`config.mk`:
```
export PLATFORM = sky130hd
export DESIGN_NAME = dosc_clock_ctrl
export DESIGN_NICKNAME = d
export VERILOG_FILES = /design/src/dosc_pkg.sv /design/src/dosc_osc_if.sv /design/src/dosc_clock_ctrl.sv /design/src/dosc_osc_tap.sv
export SDC_FILE = /design/constraint.sdc
export NUM_CORES = 1
export LEC_CHECK = 0
export BUFFER_PORTS_ARGS = -buffer_cell sky130_fd_sc_hd__buf_2
export CORE_ASPECT_RATIO = 0.7
export CORE_UTILIZATION = 25
export CTS_BUF_LIST = sky130_fd_sc_hd__clkbuf_8 sky130_fd_sc_hd__clkbuf_16
export DETAILED_ROUTE_END_ITERATION = 12
export HOLD_SLACK_MARGIN = 0.05
export PLACE_DENSITY = 0.55
export SYNTH_ARGS = -nofsm -noshare
export SYNTH_HDL_FRONTEND = slang
export SYNTH_SLANG_ARGS = --single-unit
```
`constraint.sdc`:
```
create_clock -name mclk -period 2.2 [get_ports mclk]
set_input_delay 0.33 -clock mclk [delete_from_list [all_inputs] [get_ports mclk]]
set_output_delay 0.33 -clock mclk [all_outputs]
set_load 0.02 [all_outputs]
```
`src/dosc_pkg.sv`:
```
// Shared constants and types for the dual oscillator clock select block
package dosc_pkg;

  // APB address width and register byte offsets
  localparam int ADDR_W = 12;
  localparam logic [11:0] CM_OFFSET = 12'h000;
  localparam logic [11:0] STAT_OFFSET = 12'h004;

  // CPU mode control register: reset value and bit positions
  localparam logic [7:0] CM_RESET = 8'h00;
  localparam int CM_PORT_SEL_BIT = 4;
  localparam int CM_DRIVE_BIT = 5;
  localparam int CM_MAIN_STOP_BIT = 6;
  localparam int CM_CLK_SEL_BIT = 7;

  // Stabilisation timers loaded by the stop instruction
  localparam logic [7:0] T3_STOP_LOAD = 8'hff;
  localparam logic [7:0] T4_STOP_LOAD = 8'h07;
  // Timer 3 counts the selected oscillator divided by 16
  localparam int PRESCALE_W = 4;

  // Status register field positions
  localparam int STAT_MODE_LSB = 0;
  localparam int STAT_SEL_BIT = 2;
  localparam int STAT_CPU_BIT = 3;
  localparam int STAT_PHI_BIT = 4;
  localparam int STAT_T3_LSB = 8;
  localparam int STAT_T4_LSB = 16;

  // Power modes of the device
  typedef enum logic [1:0] {
    M_RUN,
    M_WAIT,
    M_STOP,
    M_STAB
  } dosc_mode_type;

endpackage : dosc_pkg

```
`src/dosc_osc_if.sv`:
```
// Interface between the clock controller and one oscillator edge tap
`timescale 1ns/10ps
interface dosc_osc_if;
  logic osc_in; // Sampled oscillator level
  logic run; // Oscillator enabled
  logic rise; // One-cycle pulse per oscillator rising edge
  modport tap (input osc_in, input run, output rise);
  modport user (output osc_in, output run, input rise);
endinterface : dosc_osc_if

```
`src/dosc_clock_ctrl.sv`:
```
// Clock source select, divide by two, stop and wait control with APB registers
`timescale 1ns/10ps
// Summary of operation
// - Ordinary mode clock is main oscillator halved
// - Low-speed mode clock is sub oscillator halved
// - Reset gives ordinary mode, main only, ports
// - Bit 4 hands shared pins to sub oscillator
// - Bit 5 selects sub drive high or low
// - Bit 7 selects sub or main source
// - Bit 6 stops the main oscillator
// - Stop instruction halts every oscillator
// - Reset or wake interrupt leaves stop
// - Wait instruction gates only the CPU clock
// - Reset or any interrupt leaves wait
// - CPU and peripherals share one divided clock
// - Stop exit waits 32768 oscillator counts
// - Stop instruction loads timers 3 and 4
module dosc_clock_ctrl
  import dosc_pkg::*;
#(
  parameter logic [7:0] T3_LOAD = T3_STOP_LOAD, // Shorten for simulation
  parameter logic [7:0] T4_LOAD = T4_STOP_LOAD, // Shorten for simulation
  parameter int PRE_W = PRESCALE_W // Prescaler width, 16 edges per tick
) (
  input wire logic mclk,
  input wire logic rst,
  input wire logic psel,
  input wire logic penable,
  input wire logic pwrite,
  input wire logic [ADDR_W-1:0] paddr,
  input wire logic [31:0] pwdata,
  output logic [31:0] prdata,
  output logic pready,
  output logic pslverr,
  input wire logic main_osc_in,
  input wire logic sub_osc_in,
  input wire logic halt_all_osc_instr,
  input wire logic cpu_clock_gate_instr,
  input wire logic wake_irq,
  input wire logic any_irq,
  output logic phi_cpu,
  output logic phi_periph,
  output logic main_osc_en,
  output logic sub_osc_en,
  output logic sub_drive_high,
  output logic port_sub_osc_sel
);

  // All state of the controller in one record
  typedef struct packed {
    logic [7:0] cm; // CPU mode control register
    dosc_mode_type mode; // Power mode
    logic sel_act; // Source actually driving the divider, 1 = sub
    logic phi; // Divided internal clock
    logic cpu_on; // CPU clock gate, changes only while phi is low
    logic phi_cpu; // Gated CPU clock
    logic main_en; // Main oscillator enable
    logic sub_en; // Sub oscillator enable
    logic [7:0] t3; // Stabilisation timer 3
    logic [7:0] t4; // Stabilisation timer 4
    logic [PRE_W-1:0] pre; // Divide-by-16 prescaler ahead of timer 3
    logic [31:0] rdata; // APB read data
    logic ready; // APB ready
    logic slverr; // APB error
  } dosc_ctrl_state_type;

  // Values after reset: ordinary mode, main oscillator only
  localparam dosc_ctrl_state_type RESET_STATE = '{
    cm: CM_RESET,
    mode: M_RUN,
    sel_act: 1'b0,
    phi: 1'b0,
    cpu_on: 1'b1,
    phi_cpu: 1'b0,
    main_en: 1'b1,
    sub_en: 1'b0,
    t3: T3_LOAD,
    t4: T4_LOAD,
    pre: '0,
    rdata: 32'h0000_0000,
    ready: 1'b0,
    slverr: 1'b0
  };

  dosc_ctrl_state_type st_reg;
  dosc_ctrl_state_type st_next;

  // Edge taps for the two oscillators
  dosc_osc_if main_if ();
  dosc_osc_if sub_if ();

  assign main_if.osc_in = main_osc_in;
  assign main_if.run = st_reg.main_en;
  assign sub_if.osc_in = sub_osc_in;
  assign sub_if.run = st_reg.sub_en;

  // Main oscillator edges
  dosc_osc_tap u_main_tap (
    .mclk(mclk),
    .rst(rst),
    .osc(main_if.tap)
  );

  // Sub oscillator edges
  dosc_osc_tap u_sub_tap (
    .mclk(mclk),
    .rst(rst),
    .osc(sub_if.tap)
  );

  logic sel_rise; // Edge of the source that drives the divider
  logic [31:0] stat_word; // Status register image
  logic wr_cm; // Write strobe for the mode register
  logic acc_ph; // APB setup cycle seen, answer due

  // Edge source follows the active selection, not the requested one
  assign sel_rise = st_reg.sel_act ? sub_if.rise : main_if.rise;

  // Status image, unused bits read as zero
  always_comb begin
    stat_word = 32'h0000_0000;
    stat_word[STAT_MODE_LSB +: $bits(dosc_mode_type)] = st_reg.mode;
    stat_word[STAT_SEL_BIT] = st_reg.sel_act;
    stat_word[STAT_CPU_BIT] = st_reg.cpu_on;
    stat_word[STAT_PHI_BIT] = st_reg.phi;
    stat_word[STAT_T3_LSB +: 8] = st_reg.t3;
    stat_word[STAT_T4_LSB +: 8] = st_reg.t4;
  end

  // Register write happens at the access edge where ready is high
  assign acc_ph = psel && !penable && !st_reg.ready;
  assign wr_cm = psel && penable && st_reg.ready && pwrite && (paddr == CM_OFFSET);

  // Next-state logic for bus, power modes, timers, divider and gates
  always_comb begin
    st_next = st_reg;

    // APB: answer one cycle after setup, in the first access cycle
    st_next.ready = 1'b0;
    st_next.slverr = 1'b0;
    if (acc_ph) begin
      st_next.ready = 1'b1;
      case (paddr)
        CM_OFFSET: begin
          st_next.rdata = {24'h00_0000, st_reg.cm};
        end
        STAT_OFFSET: begin
          st_next.rdata = stat_word;
          // Status is read-only, a write is refused
          st_next.slverr = pwrite;
        end
        default: begin
          // Unmapped address reads zero and reports an error
          st_next.rdata = 32'h0000_0000;
          st_next.slverr = 1'b1;
        end
      endcase
    end
    if (wr_cm) begin
      st_next.cm = pwdata[7:0];
    end

    // Power mode sequencing
    case (st_reg.mode)
      M_RUN: begin
        if (halt_all_osc_instr) begin
          // Stop has priority over wait if both arrive together
          st_next.mode = M_STOP;
          st_next.t3 = T3_LOAD;
          st_next.t4 = T4_LOAD;
          st_next.pre = '0;
        end else if (cpu_clock_gate_instr) begin
          st_next.mode = M_WAIT;
        end
      end
      M_WAIT: begin
        if (any_irq) begin
          st_next.mode = M_RUN;
        end
      end
      M_STOP: begin
        // Only permitted wake sources restart the oscillators
        if (wake_irq) begin
          st_next.mode = M_STAB;
        end
      end
      M_STAB: begin
        // Timer 3 ticks every 16 edges, timer 4 on each timer 3 underflow
        if (sel_rise) begin
          st_next.pre = st_reg.pre + 1'b1;
          if (&st_reg.pre) begin
            if (st_reg.t3 == 8'h00) begin
              st_next.t3 = T3_LOAD;
              if (st_reg.t4 == 8'h00) begin
                st_next.mode = M_RUN;
              end else begin
                st_next.t4 = st_reg.t4 - 1'b1;
              end
            end else begin
              st_next.t3 = st_reg.t3 - 1'b1;
            end
          end
        end
      end
      default: begin
        st_next.mode = M_RUN;
      end
    endcase

    // Oscillator enables, both off in stop mode
    st_next.main_en = (st_next.mode != M_STOP) && !st_next.cm[CM_MAIN_STOP_BIT];
    st_next.sub_en = (st_next.mode != M_STOP) && st_next.cm[CM_PORT_SEL_BIT];

    // Source switch only while phi is low, so no high phase is cut short;
    // the low phase may stretch until the new source gives an edge
    if (!st_reg.phi && (st_reg.sel_act != st_reg.cm[CM_CLK_SEL_BIT])) begin
      st_next.sel_act = st_reg.cm[CM_CLK_SEL_BIT];
    end else if (sel_rise) begin
      // Toggle on every source rising edge gives division by two
      st_next.phi = !st_reg.phi;
    end

    // CPU gate moves only while phi is low, keeping CPU pulses whole
    if (!st_reg.phi) begin
      st_next.cpu_on = (st_reg.mode == M_RUN) && (st_next.mode == M_RUN);
    end
    // CPU and peripherals see the same divided clock
    st_next.phi_cpu = st_next.cpu_on & st_next.phi;
  end

  // State register; synchronous reset returns to ordinary mode
  always_ff @(posedge mclk) begin
    if (rst) begin
      st_reg <= RESET_STATE;
    end else begin
      st_reg <= st_next;
    end
  end

  // Outputs straight from the state register
  assign prdata = st_reg.rdata;
  assign pready = st_reg.ready;
  assign pslverr = st_reg.slverr;
  assign phi_cpu = st_reg.phi_cpu;
  assign phi_periph = st_reg.phi;
  assign main_osc_en = st_reg.main_en;
  assign sub_osc_en = st_reg.sub_en;
  assign sub_drive_high = st_reg.cm[CM_DRIVE_BIT];
  assign port_sub_osc_sel = st_reg.cm[CM_PORT_SEL_BIT];
endmodule : dosc_clock_ctrl

```
`src/dosc_osc_tap.sv`:
```
// Rising edge detector for one oscillator input, silent while stopped
`timescale 1ns/10ps
module dosc_osc_tap (
  input wire logic mclk,
  input wire logic rst,
  dosc_osc_if.tap osc
);

  // Tap state: last seen level and the edge pulse
  typedef struct packed {
    logic last;
    logic rise;
  } dosc_tap_state_type;

  dosc_tap_state_type tap_reg;
  dosc_tap_state_type tap_next;

  // A stopped oscillator yields no edges, whatever the pin shows
  always_comb begin
    tap_next = tap_reg;
    tap_next.last = osc.osc_in & osc.run;
    tap_next.rise = osc.run & osc.osc_in & ~tap_reg.last;
  end

  // State register
  always_ff @(posedge mclk) begin
    if (rst) begin
      // Track the pin through reset so a high level at release is no edge
      tap_reg <= '{last: tap_next.last, rise: 1'b0};
    end else begin
      tap_reg <= tap_next;
    end
  end

  assign osc.rise = tap_reg.rise;
endmodule : dosc_osc_tap

```
## Word-level counts from Yosys, hierarchy flattened

Cells that the tools add are included.
Widths: inputs -> output; s select.

- Bits in registers: 66
- Output and inout bits: 40

- Mux-type cells: 24
- Reduce and logical (&&, ||, !) cells: 25
- Add/subtract/negate cells: 3
- Bitwise logic cells: 8
- Equality and inequality tests: 11

Operators by type and width:

| operator | count |
|---|---|
| $pmux 24 s2 | 1 |
| $mux 20 | 2 |
| $pmux 20 s2 | 1 |
| $mux 8 | 3 |
| $mux 2 | 9 |
| $logic_not 8->1 | 2 |
| $mux 16 | 1 |
| $sub 8x1->8 const B | 2 |
| $eq 12x3->1 const B | 1 |
| $logic_not 12->1 | 1 |
| $ne 2x2->1 const B | 6 |
| $logic_and 1x1->1 | 10 |
| $pmux 2 s4 | 1 |
| $reduce_and 4->1 | 2 |
| $mux 7 | 1 |
| $reduce_and 6->1 | 1 |
| $and 1x1->1 | 5 |
| $add 4x1->4 const B | 1 |
| $eq 2x2->1 const B | 2 |
| $logic_not 1->1 | 4 |
| $logic_not 2->1 | 2 |
| $mux 1 | 4 |
| $not 1->1 | 3 |
| $reduce_and 3->1 | 1 |
| 5 further kinds | 5 |

## Logic depth before layout (Yosys ltp)

Gate-level depths: netlist (run 1).

- Word-level depth: 10
- Depth in mapped cells: 7
- Mapped depth without buffers: 7

## Cells and area by module

A second synthesis (run 1) with hierarchy kept.

- Cell total of the unflattened synthesis: 354
- Area, all modules: 3175.5 µm²

Modules (own cells, without submodules):

| module | seq. area each (µm²) | cells each | times used | area an instance (µm²) |
|---|---|---|---|---|
| dosc_clock_ctrl | 1241.2 | 346 | 1 | 3057.9 |
| dosc_osc_tap | 40.0 | 4 | 2 | 58.8 |

## Worst setup path after synthesis (run 1)

Ideal clock, no wire load.

- Kind: register to register
- Start point: register st_reg[41] in the netlist's numbering
- End point: register st_reg[39] in the netlist's numbering
- Clock period less this slack: 1.864 ns
- Data arrival time: 1.747 ns
- Stages on the path, launching flop included: 7
- Setup time: 0.117 ns
- Path buffers: 1
- Required time: 2.083 ns
- Slack: 0.336 ns
- Cells stage by stage: dfxtp_1 -> buf_6 -> or4_4 -> o311a_4 -> o21ai_4 -> mux2i_1 -> nand2b_1

- Cells in the longest elaborated chain, start to end: 3

Ends and longest elaborated chain:

| element | line | text |
|---|---|---|
| start: declaration | dosc_clock_ctrl.sv:85 | `dosc_ctrl_state_type st_reg;` |
| start signal: assignment | dosc_clock_ctrl.sv:236 | `st_reg <= st_next;` |
| $logic_not 8->1 | dosc_clock_ctrl.sv:194 | `if (st_reg.t4 == 8'h00) begin` |
| $ne 2x2->1 (no line) | - |  |
| $reduce_and 6->1 (no line) | - |  |

Every way passes these cells.
A chain may end at the register's enable or synchronous reset.

## Final worst setup path (run 1)

Ends and elaborated chain as after synthesis.

==> impl_metrics.env, run 1 <==
export IMPL_outcome="finished clean"
export IMPL_yosys_register_bits=66
export IMPL_clock_sinks=66
export IMPL_combPwrFrac_pct=8.3
export IMPL_synthesis_area_per_instance_um2=8.68
export IMPL_die_h_um=93.7
export IMPL_cts_root_buf="clkbuf_16"
export IMPL_most_used_dff_post_synth="dfxtp_1"
export IMPL_htreeDepth=3
export IMPL_floorplan_die_area_um2=12500
export IMPL_setup_tns_ns=0
export IMPL_final_hold_viol_count=0
export IMPL_cts_reportedPaths_clkPinSlew_ns=0.05
export IMPL_hpwlAfterDp_um=5010
export IMPL_reg2reg_from="st_reg[41]$_SDFFE_PP0P_"
export IMPL_core_area_um2=11700
export IMPL_synth_largest_area_cell="dfxtp_1"
export IMPL_post_cts_resized_instances=0
export IMPL_grt_setup_unrepaired="false"
export IMPL_top_level_ports=95
export IMPL_switching_power_uw=657
export IMPL_gpl_final_weighted_congestion=0.784
export IMPL_intPower_uw=2080
export IMPL_min_period_over_period_pct=88.8
export IMPL_n_fill_cell=1229
export IMPL_routed_via_count=2445
export IMPL_max_freq_mhz=512
export IMPL_synth_top_area_share_pct=44.0
export IMPL_grt_total_usage_pct=11.8
export IMPL_post_cts_setup_buffers=0
export IMPL_pwr_share_seq_pct=45.1
export IMPL_timing_critical_path_fanout_max=8
export IMPL_synth_most_common_cell="dfxtp_1"
export IMPL_yosys_warnings=0
export IMPL_p_sw_share_pct=24.0
export IMPL_tritoncts="built"
export IMPL_grt_overflow=0
export IMPL_insertion_delay_ns=0.32
export IMPL_netlist_instances=346
export IMPL_detail_route_iter0_violations=127
export IMPL_layoutNonFillerInstCount=550
export IMPL_cts_made_buffers=9
export IMPL_largest_register_ff_count=30
export IMPL_grt_start_max_net_pins=31
export IMPL_drc_errors=0
export IMPL_synth_top_cells_by_area="dfxtp_1 44%, buf_4 8.0%, a21oi_1 5.2%"
export IMPL_number_of_diodes_added_for_antenna_fixing=0
export IMPL_final_slew_violations=0
export IMPL_mappedNetlistArea_um2=3000
export IMPL_routed_wl_um=6860
export IMPL_finalNetCount=447
export IMPL_p_leak_uw=0.00143
export IMPL_report_power_total_uw=2740
export IMPL_post_synth_top_cells="66 x dfxtp_1, 33 x nand2_1, 33 x nor2_1"
export IMPL_clockPowerShare_pct=46.6
export IMPL_holdBufCountCts=0
export IMPL_core_rowCount=33
export IMPL_final_setup_viol_count=0
export IMPL_worst_path_arrival_ns=2.17
export IMPL_path_class="reg2reg"
export IMPL_synth_cell_types=46
export IMPL_detail_route_wl_per_cell_um=12.5
export IMPL_timing_critical_path_required_ns=2.41
export IMPL_synth_edff_count=0
export IMPL_grt_pass1_vias=2403
export IMPL_die_width_um=133
export IMPL_holdCritPathClass="in2reg"
export IMPL_grt_pass1_wl_um=11600
export IMPL_worstSetupStartpointType="register"
export IMPL_route_antenna_remaining_nets=0
export IMPL_endpoint_kind="register"
export IMPL_place_detailed_instances=534
export IMPL_worst_setup_path_startpoint="st_reg[41]$_SDFFE_PP0P_"
export IMPL_place_port_buffers=62
export IMPL_synth_sequential_area_ratio_pct=44.0
export IMPL_start_util_pct=25.7
export IMPL_max_slew_margin_pct=60.7
export IMPL_fin_crit_ns=1.95
export IMPL_dr_pass1_iters=4
export IMPL_drv_max_cap_violation_count=0
export IMPL_postSynth_asyncResetShare_pct=0
export IMPL_hold_path_startpoint="main_osc_in"
export IMPL_fin_worst_skew_ns=0.00646
export IMPL_power_per_cell_area_nw_per_um2=762
export IMPL_timing_worst_slew_pin_value_ns=0.590
export IMPL_buffer_depth_of_the_longest_clock_path=2
export IMPL_initial_antenna_violation_count=0
export IMPL_post_route_cells_drive_above_1_share_pct=25.2
export IMPL_post_drt_via_cell_ratio=4.45
export IMPL_layout_area_overhead_vs_synth_pct=19.8
export IMPL_max_vdd_ir_drop_mv=0.326
[worst max-delay path: stages (launching register included)]
cell and delay [ns]:
dfxtp_1 0.38, or4_4 0.56, o311a_4 0.40, o21ai_4 0.22
mux2i_1 0.21, nand2b_1 0.07
[kinds of logic (layout without fill, tap and decap cells)]
group,Yosys count,in the layout,synth area share (%)
and+or+nand+nor,137,137,22.6
xor gates and xnor gates,10,10,2.92
muxes,11,11,3.67
buffers and inverters,57,97,11.4
DFF,66,66,44.0
AOI/OAI and AO/OA,60,60,13.6
other,1,8,0.125
adders and majority gates,4,4,1.67
[cells in the final DEF (no fill, tap or decap), drive strengths merged]
cell type and count:
buf 73, dfxtp 66, nand2 34, nor2 33, a21oi 31, nand3 29, nor3 15, mux2i 11
clkbuf 10, inv 9, xor2 8, conb 8, nor4 6, o21ai 6, a221oi 5, nor3b 5
nand2b 4, o211ai 4, ha 4, o21a 3, clkinv 3, and2 2, or3b 2, a211oi 2
or3 2, xnor2 2, clkinvlp 2, o31ai 2, nand4 1, nor4b 1, a21o 1, nand4b 1
or4 1, o311a 1, a2111oi 1, o2111ai 1, o31a 1, o22ai 1, a211o 1, and4 1
[power by group through the flow]
stage	Clock [uW]	Combinational [uW]	Sequential (uW)
2_1_floorplan	0	156	1260
3_3_place_gp	0	226	1260
3_5_place_dp	0	228	1260
4_1_cts	1310	229	1240
5_1_grt	1360	252	1240
6_report	1280	227	1240
[final cells by class]
class                           instances  area (um^2)  share of cell area, %
Clock inverter                          6         33.8                  0.940
Sequential cell                        66         1320                   36.8
Timing Repair Buffer                   73          405                   11.3
Clock buffer                           10          239                   6.65
Tap cell                              157          196                   5.46
Inverter                                8         30.0                  0.835
Multi-Input combinational cell        230         1370                   38.1
[routing by layer]
layer | vias to the layer above | wire length [um] | track usage (%)
met5 | - | 0 | 0
met4 | 0 | 65 | 3.74
met3 | 6 | 350 | 3.51
met2 | 57 | 3020 | 18.5
met1 | 1129 | 3430 | 15.4
li1 | 1253 | - | -
[metrics by stage]
step | setup slack (ns) | utilization (%) | instance area [um^2] | hold slack, ns
CTS | 0.248 | 30.8 | 3590 | 0.222
global route | 0.0909 | 30.8 | 3590 | 0.230
floorplan | 0.336 | - | 3030 | 0.372
detailed placement | 0.272 | 28.4 | 3320 | 0.383
finish | 0.246 | 30.8 | 3590 | 0.229
global placement | 0.273 | 28.4 | 3320 | 0.385
[final timing paths]
kind | end | slack [ns] | depth (start not counted)
setup / recovery | st_reg[39]$_SDFFE_PP1P_ | 0.25 | 5
hold / removal | u_main_tap.tap_reg[1]$_DFF_P_ | 0.23 | 2
setup reg to reg | st_reg[39]$_SDFFE_PP1P_ | 0.25 | 5
hold reg to reg | u_sub_tap.osc.rise$_SDFF_PP0_ | 0.39 | 1
(Power assumes the default switching activity.)
==> inputs of run 2 (changes only) <==
--- a/config.mk
+++ b/config.mk
@@ -11,7 +11,7 @@
 export CTS_BUF_LIST = sky130_fd_sc_hd__clkbuf_8 sky130_fd_sc_hd__clkbuf_16
 export DETAILED_ROUTE_END_ITERATION = 12
 export HOLD_SLACK_MARGIN = 0.05
-export PLACE_DENSITY = 0.55
+export PLACE_DENSITY = 0.49
 export SYNTH_ARGS = -nofsm -noshare
 export SYNTH_HDL_FRONTEND = slang
 export SYNTH_SLANG_ARGS = --single-unit
==> run 2 against run 1 <==
Setup slack got worse by 0.010 ns. Sequential cell count unchanged. Clock-buffer cell count unchanged. Sequential power about the same. Critical endpoint is now st_reg[38]$_SDFFE_PP1P_. Clock skew about the same. Cell area rose by 0.66%. Total power rose by 3.7%. Final cell count is 0.36% higher. Sequential share of layout area is 0.24 points lower. Critical path depth increased by 1. Combinational power about the same.
==> impl_metrics.env, run 2 (synthesis gave the netlist of run 1 again) <==
export IMPL_outcome="finished clean"
export IMPL_p_leak_uw=0.00146
export IMPL_post_route_cells_drive_above_1_share_pct=25.3
export IMPL_fin_crit_ns=1.96
export IMPL_layout_area_overhead_vs_synth_pct=20.6
export IMPL_final_hold_viol_count=0
export IMPL_detail_route_iter0_violations=113
export IMPL_holdBufCountCts=0
export IMPL_max_slew_margin_pct=56.1
export IMPL_final_cell_mix="66 x dfxtp_1, 62 x buf_2, 33 x nand2_1, 33 x nor2_1, 31 x a21oi_1"
export IMPL_grt_overflow=0
export IMPL_critical_path_slowest_cell="or4_4"
export IMPL_hold_path_cell_count=2
export IMPL_drv_max_cap_violation_count=0
export IMPL_cts_reportedPaths_clkPinSlew_ns=0.05
export IMPL_initial_antenna_violation_count=0
export IMPL_clock_sinks=66
export IMPL_die_width_um=133
export IMPL_core_area_um2=11700
export IMPL_detail_route_wl_per_cell_um=12.8
export IMPL_tritoncts="built"
export IMPL_floorplan_die_area_um2=12500
export IMPL_cts_root_buf="clkbuf_16"
export IMPL_cp_cell_sequence="or4_4, o311a_4, o21ai_4, buf_4, xnor2_1, nand2_1"
export IMPL_insertion_delay_ns=0.32
export IMPL_r2r_end="st_reg[38]$_SDFFE_PP1P_"
export IMPL_number_of_diodes_added_for_antenna_fixing=0
export IMPL_place_port_buffers=62
export IMPL_finalNetCount=450
export IMPL_route_antenna_remaining_nets=0
export IMPL_post_drt_via_cell_ratio=4.44
export IMPL_largest_register_ff_count=30
export IMPL_hpwlAfterDp_um=5160
export IMPL_hold_path_endpoint="u_main_tap.tap_reg[1]$_DFF_P_"
export IMPL_start_util_pct=25.7
export IMPL_grt_pass1_wl_um=11600
export IMPL_finalHoldWorstSlack_ns=0.235
export IMPL_register_to_register_path_setup_slack_ns=0.24
export IMPL_timing_critical_path_fanout_max=5
export IMPL_reg2reg_from="st_reg[44]$_SDFFE_PP0P_"
export IMPL_place_detailed_instances=537
export IMPL_max_freq_mhz=509
export IMPL_final_setup_viol_count=0
export IMPL_hold_path_startpoint="main_osc_in"
export IMPL_buffer_depth_of_the_longest_clock_path=2
export IMPL_post_cts_resized_instances=0
export IMPL_top_level_ports=95
export IMPL_grt_total_usage_pct=11.9
export IMPL_grt_pass1_vias=2311
export IMPL_htreeDepth=3
export IMPL_grt_start_max_net_pins=35
export IMPL_utilization_pct=31.0
export IMPL_ff2ff_path_depth=6
export IMPL_routed_via_count=2452
export IMPL_layout_commonest_cell="dfxtp_1"
export IMPL_gpl_final_weighted_congestion=0.788
export IMPL_dr_pass1_iters=4
export IMPL_timing_critical_path_required_ns=2.40
export IMPL_max_vdd_ir_drop_mv=0.320
export IMPL_post_cts_setup_buffers=0
export IMPL_routed_wl_um=7050
export IMPL_final_slew_violations=0
export IMPL_min_period_over_period_pct=89.3
export IMPL_max_stage_delay_ns=0.57
export IMPL_holdCritPathClass="in2reg"
export IMPL_die_h_um=93.7
export IMPL_layoutNonFillerInstCount=552
export IMPL_endpoint_kind="register"
export IMPL_core_rowCount=33
export IMPL_cts_made_buffers=9
export IMPL_fin_worst_skew_ns=0.00632
export IMPL_grt_setup_unrepaired="false"
export IMPL_path_class="reg2reg"
export IMPL_drc_errors=0
export IMPL_worstSetupStartpointType="register"
export IMPL_setup_tns_ns=0
export IMPL_timing_worst_slew_pin_value_ns=0.658
export IMPL_power_per_cell_area_nw_per_um2=786
export IMPL_worst_path_arrival_ns=2.16
## run 2: cell types whose count changed in the layout (fill, tap and decap cells not counted)
| cell | previous run | this run |
|---|---|---|
| buf_4 | 10 | 14 |
| clkinvlp_4 | 2 | 0 |
| buf_12 | 1 | 0 |
| bufinv_16 | 0 | 1 |
| clkinv_2 | 3 | 2 |
| inv_1 | 9 | 10 |
## run 2: worst max-delay path, delay by kind of cell (launching register included)
kind	cells	cell delay (ns)
compound gates	2	0.60
flops	1	0.35
xor+xnor	1	0.10
simple gates	2	0.63
buf+inv	1	0.16
## run 2: cell type report
cell class | count | area [um^2]
clock inverters | 5 | 47.5
inverters | 8 | 30.0
clock buffers | 10 | 239
multi-input cells | 230 | 1370
flip-flops and latches | 66 | 1320
well taps | 157 | 196
fillers | 1233 | 8070
repair buffers | 76 | 415
## run 2: worst max path at each step
stage,startpoint,slack (ns),end
3_3_place_gp,st_reg[44]$_SDFFE_PP0P_,0.25,st_reg[38]$_SDFFE_PP1P_
6_report,st_reg[44]$_SDFFE_PP0P_,0.24,st_reg[38]$_SDFFE_PP1P_
5_1_grt,st_reg[46]$_SDFFE_PP1P_,0.12,st_reg[45]$_SDFFE_PP0P_
3_5_place_dp,st_reg[44]$_SDFFE_PP0P_,0.25,st_reg[38]$_SDFFE_PP1P_
4_1_cts,st_reg[44]$_SDFFE_PP0P_,0.24,st_reg[38]$_SDFFE_PP1P_
2_1_floorplan,st_reg[41]$_SDFFE_PP0P_,0.34,st_reg[39]$_SDFFE_PP1P_
## run 2: per-stage QoR
stage          power [uW]  instance area [um^2]  setup slack (ns)
6_report             2840                  3620             0.236
4_1_cts              2880                  3620             0.242
3_5_place_dp         1490                  3330             0.250
2_1_floorplan        1420                  3030             0.336
5_1_grt              2960                  3620             0.124
3_3_place_gp         1490                  3330             0.252
## run 2: per-layer routing
layer | GRT usage (%) | share of wire (%)
met1 | 15.7 | 52
met2 | 18.4 | 42
met3 | 3.88 | 5.2
met5 | 0 | 0
met4 | 3.45 | 0.85
## run 2: power by group
part	total (uW)	switching, uW	internal (uW)	leakage (uW)
logic	228	144	83.6	0.000773
registers	1240	18.2	1220	0.000535
clock network	1380	488	888	0.000151
==> inputs of run 3 (changes only) <==
--- a/config.mk
+++ b/config.mk
@@ -5,13 +5,14 @@
 export SDC_FILE = /design/constraint.sdc
 export NUM_CORES = 1
 export LEC_CHECK = 0
-export BUFFER_PORTS_ARGS = -buffer_cell sky130_fd_sc_hd__buf_2
+export BUFFER_PORTS_ARGS = -buffer_cell sky130_fd_sc_hd__buf_4
 export CORE_ASPECT_RATIO = 0.7
 export CORE_UTILIZATION = 25
 export CTS_BUF_LIST = sky130_fd_sc_hd__clkbuf_8 sky130_fd_sc_hd__clkbuf_16
 export DETAILED_ROUTE_END_ITERATION = 12
 export HOLD_SLACK_MARGIN = 0.05
 export PLACE_DENSITY = 0.49
+export RECOVER_POWER = 25
 export SYNTH_ARGS = -nofsm -noshare
 export SYNTH_HDL_FRONTEND = slang
 export SYNTH_SLANG_ARGS = --single-unit
==> run 3 against run 2 <==
Via count fell by 0.49%. Sequential share of layout area is 0.73 points lower. Sequential cell count unchanged. Setup slack better by 0.039 ns. Routed wire length down 2.0%. Core utilization up 0.63 points. Final cell count shrank 0.54%. Clock power about the same. Clock-buffer cell count did not move. Largest cell class unchanged.
==> impl_metrics.env, run 3 (synthesis gave the netlist of run 1 again) <==
export IMPL_drv_max_cap_violation_count=0
export IMPL_n_fill_cell=1244
export IMPL_post_route_cells_drive_above_1_share_pct=19.9
export IMPL_setup_tns_ns=0
export IMPL_grt_pass1_vias=2256
export IMPL_worst_path_arrival_ns=2.14
export IMPL_postLayoutSetupSlackWorst_ns=0.275
export IMPL_detail_route_iter0_violations=100
export IMPL_number_of_diodes_added_for_antenna_fixing=0
export IMPL_layout_commonest_cell="dfxtp_1"
export IMPL_max_freq_mhz=519
export IMPL_place_port_buffers=62
export IMPL_post_drt_via_cell_ratio=4.44
export IMPL_die_width_um=133
export IMPL_final_slew_violations=0
export IMPL_path_class="reg2reg"
export IMPL_top_level_ports=95
export IMPL_report_power_total_uw=2850
export IMPL_p_sw_share_pct=22.7
export IMPL_routed_via_count=2440
export IMPL_timing_critical_path_fanout_max=7
export IMPL_holdBufCountCts=0
export IMPL_post_cts_setup_buffers=0
export IMPL_min_period_over_period_pct=87.5
export IMPL_detailedPlace_worstSlack_ns=0.286
export IMPL_cts_reportedPaths_clkPinSlew_ns=0.05
export IMPL_max_slew_margin_pct=61.6
export IMPL_max_vdd_ir_drop_mv=0.243
export IMPL_fin_crit_ns=1.93
export IMPL_combPwrFrac_pct=8.4
export IMPL_regArea_um2=1320
export IMPL_p_leak_uw=0.00139
export IMPL_layout_area_overhead_vs_synth_pct=23.0
export IMPL_timing_critical_path_required_ns=2.42
export IMPL_endpoint_kind="register"
export IMPL_place_detailed_instances=534
export IMPL_routed_wl_um=6910
export IMPL_drc_errors=0
export IMPL_worstSetupStartpointType="register"
export IMPL_fin_worst_skew_ns=0.00418
export IMPL_insertion_delay_ns=0.33
export IMPL_start_util_pct=25.7
export IMPL_finalNetCount=447
export IMPL_utilization_pct=31.6
export IMPL_timing_worst_slew_pin_value_ns=0.577
export IMPL_gpl_final_weighted_congestion=0.756
export IMPL_clockPowerShare_pct=48.2
export IMPL_core_area_um2=11700
export IMPL_pwr_share_seq_pct=43.4
export IMPL_final_cell_mix="66 x dfxtp_1, 53 x buf_4, 33 x nand2_1, 33 x nor2_1, 31 x a21oi_1"
export IMPL_route_antenna_remaining_nets=0
export IMPL_buffer_depth_of_the_longest_clock_path=2
export IMPL_clock_sinks=66
export IMPL_max_stage_delay_ns=0.57
export IMPL_grt_overflow=0
export IMPL_detail_route_wl_per_cell_um=12.6
export IMPL_multiInputGateArea_um2=1370
export IMPL_final_hold_viol_count=0
export IMPL_tritoncts="built"
export IMPL_grt_start_max_net_pins=53
export IMPL_initial_antenna_violation_count=0
export IMPL_holdCritPathClass="in2reg"
export IMPL_intPower_uw=2210
export IMPL_dr_pass1_iters=4
export IMPL_core_rowCount=33
export IMPL_layoutNonFillerInstCount=549
export IMPL_floorplan_die_area_um2=12500
export IMPL_switching_power_uw=649
export IMPL_outcome="finished clean"
export IMPL_power_per_cell_area_nw_per_um2=773
export IMPL_largest_register_ff_count=30
export IMPL_grt_pass1_wl_um=11300
export IMPL_post_cts_resized_instances=0
export IMPL_cts_root_buf="clkbuf_16"
export IMPL_hpwlAfterDp_um=4970
export IMPL_htreeDepth=3
export IMPL_final_setup_viol_count=0
export IMPL_grt_setup_unrepaired="false"
export IMPL_cp_cell_sequence="or4_4, o311a_4, o21ai_4, mux2i_1, nand2b_1"
export IMPL_cts_made_buffers=9
export IMPL_die_h_um=93.7
export IMPL_critical_path_slowest_cell="or4_4"
export IMPL_grt_total_usage_pct=11.8
==> run 3: worst paths after layout <==
kind | start | end | slack (ns) | cells after the start
worst max-delay path | st_reg[44]$_SDFFE_PP0P_ | st_reg[39]$_SDFFE_PP1P_ | 0.27 | 5
worst min-delay path | main_osc_in | u_main_tap.tap_reg[1]$_DFF_P_ | 0.23 | 2
worst max register to register | st_reg[44]$_SDFFE_PP0P_ | st_reg[39]$_SDFFE_PP1P_ | 0.27 | 5
worst min register to register | u_main_tap.tap_reg[1]$_DFF_P_ | u_main_tap.osc.rise$_SDFF_PP0_ | 0.40 | 1
==> run 3: final cells by class <==
type	instances	area share (%)
tap	157	5.32
sequential	66	35.8
multi-input combinational	230	37.1
inverter	8	0.813
clock inverter	5	1.29
clock buffer	10	6.47
timing repair buffer	73	13.2
==> run 3: power groups by stage <==
stage          Combinational [uW]  Sequential [uW]  Clock [uW]
2_1_floorplan                 156             1260           0
3_3_place_gp                  247             1260           0
3_5_place_dp                  249             1260           0
4_1_cts                       250             1240        1420
5_1_grt                       267             1240        1470
6_report                      240             1240        1370
==> run 3: worst max-delay path, delay by kind of cell, from the launching register on <==
family           cells  cell delay [ns]
AND/OR/NAND/NOR      2             0.63
multiplexers         1             0.21
AO/OA/AOI/OAI        2             0.63
flip-flops           1             0.35
==> run 3: metal layers <==
metal	up-vias	GRT usage, %	wire [um]
li1	1245	-	-
met1	1129	15.6	3520
met2	56	16.9	2840
met3	10	4.96	451
met4	0	4.21	99
met5	-	0	0
==> run 3: stage by stage <==
| stage | area [um^2] | hold slack [ns] |
|---|---|---|
| finish | 3690 | 0.231 |
| global route | 3690 | 0.243 |
| CTS | 3760 | 0.217 |
| detailed placement | 3480 | 0.378 |
| global placement | 3480 | 0.386 |
| floorplan | 3030 | 0.372 |
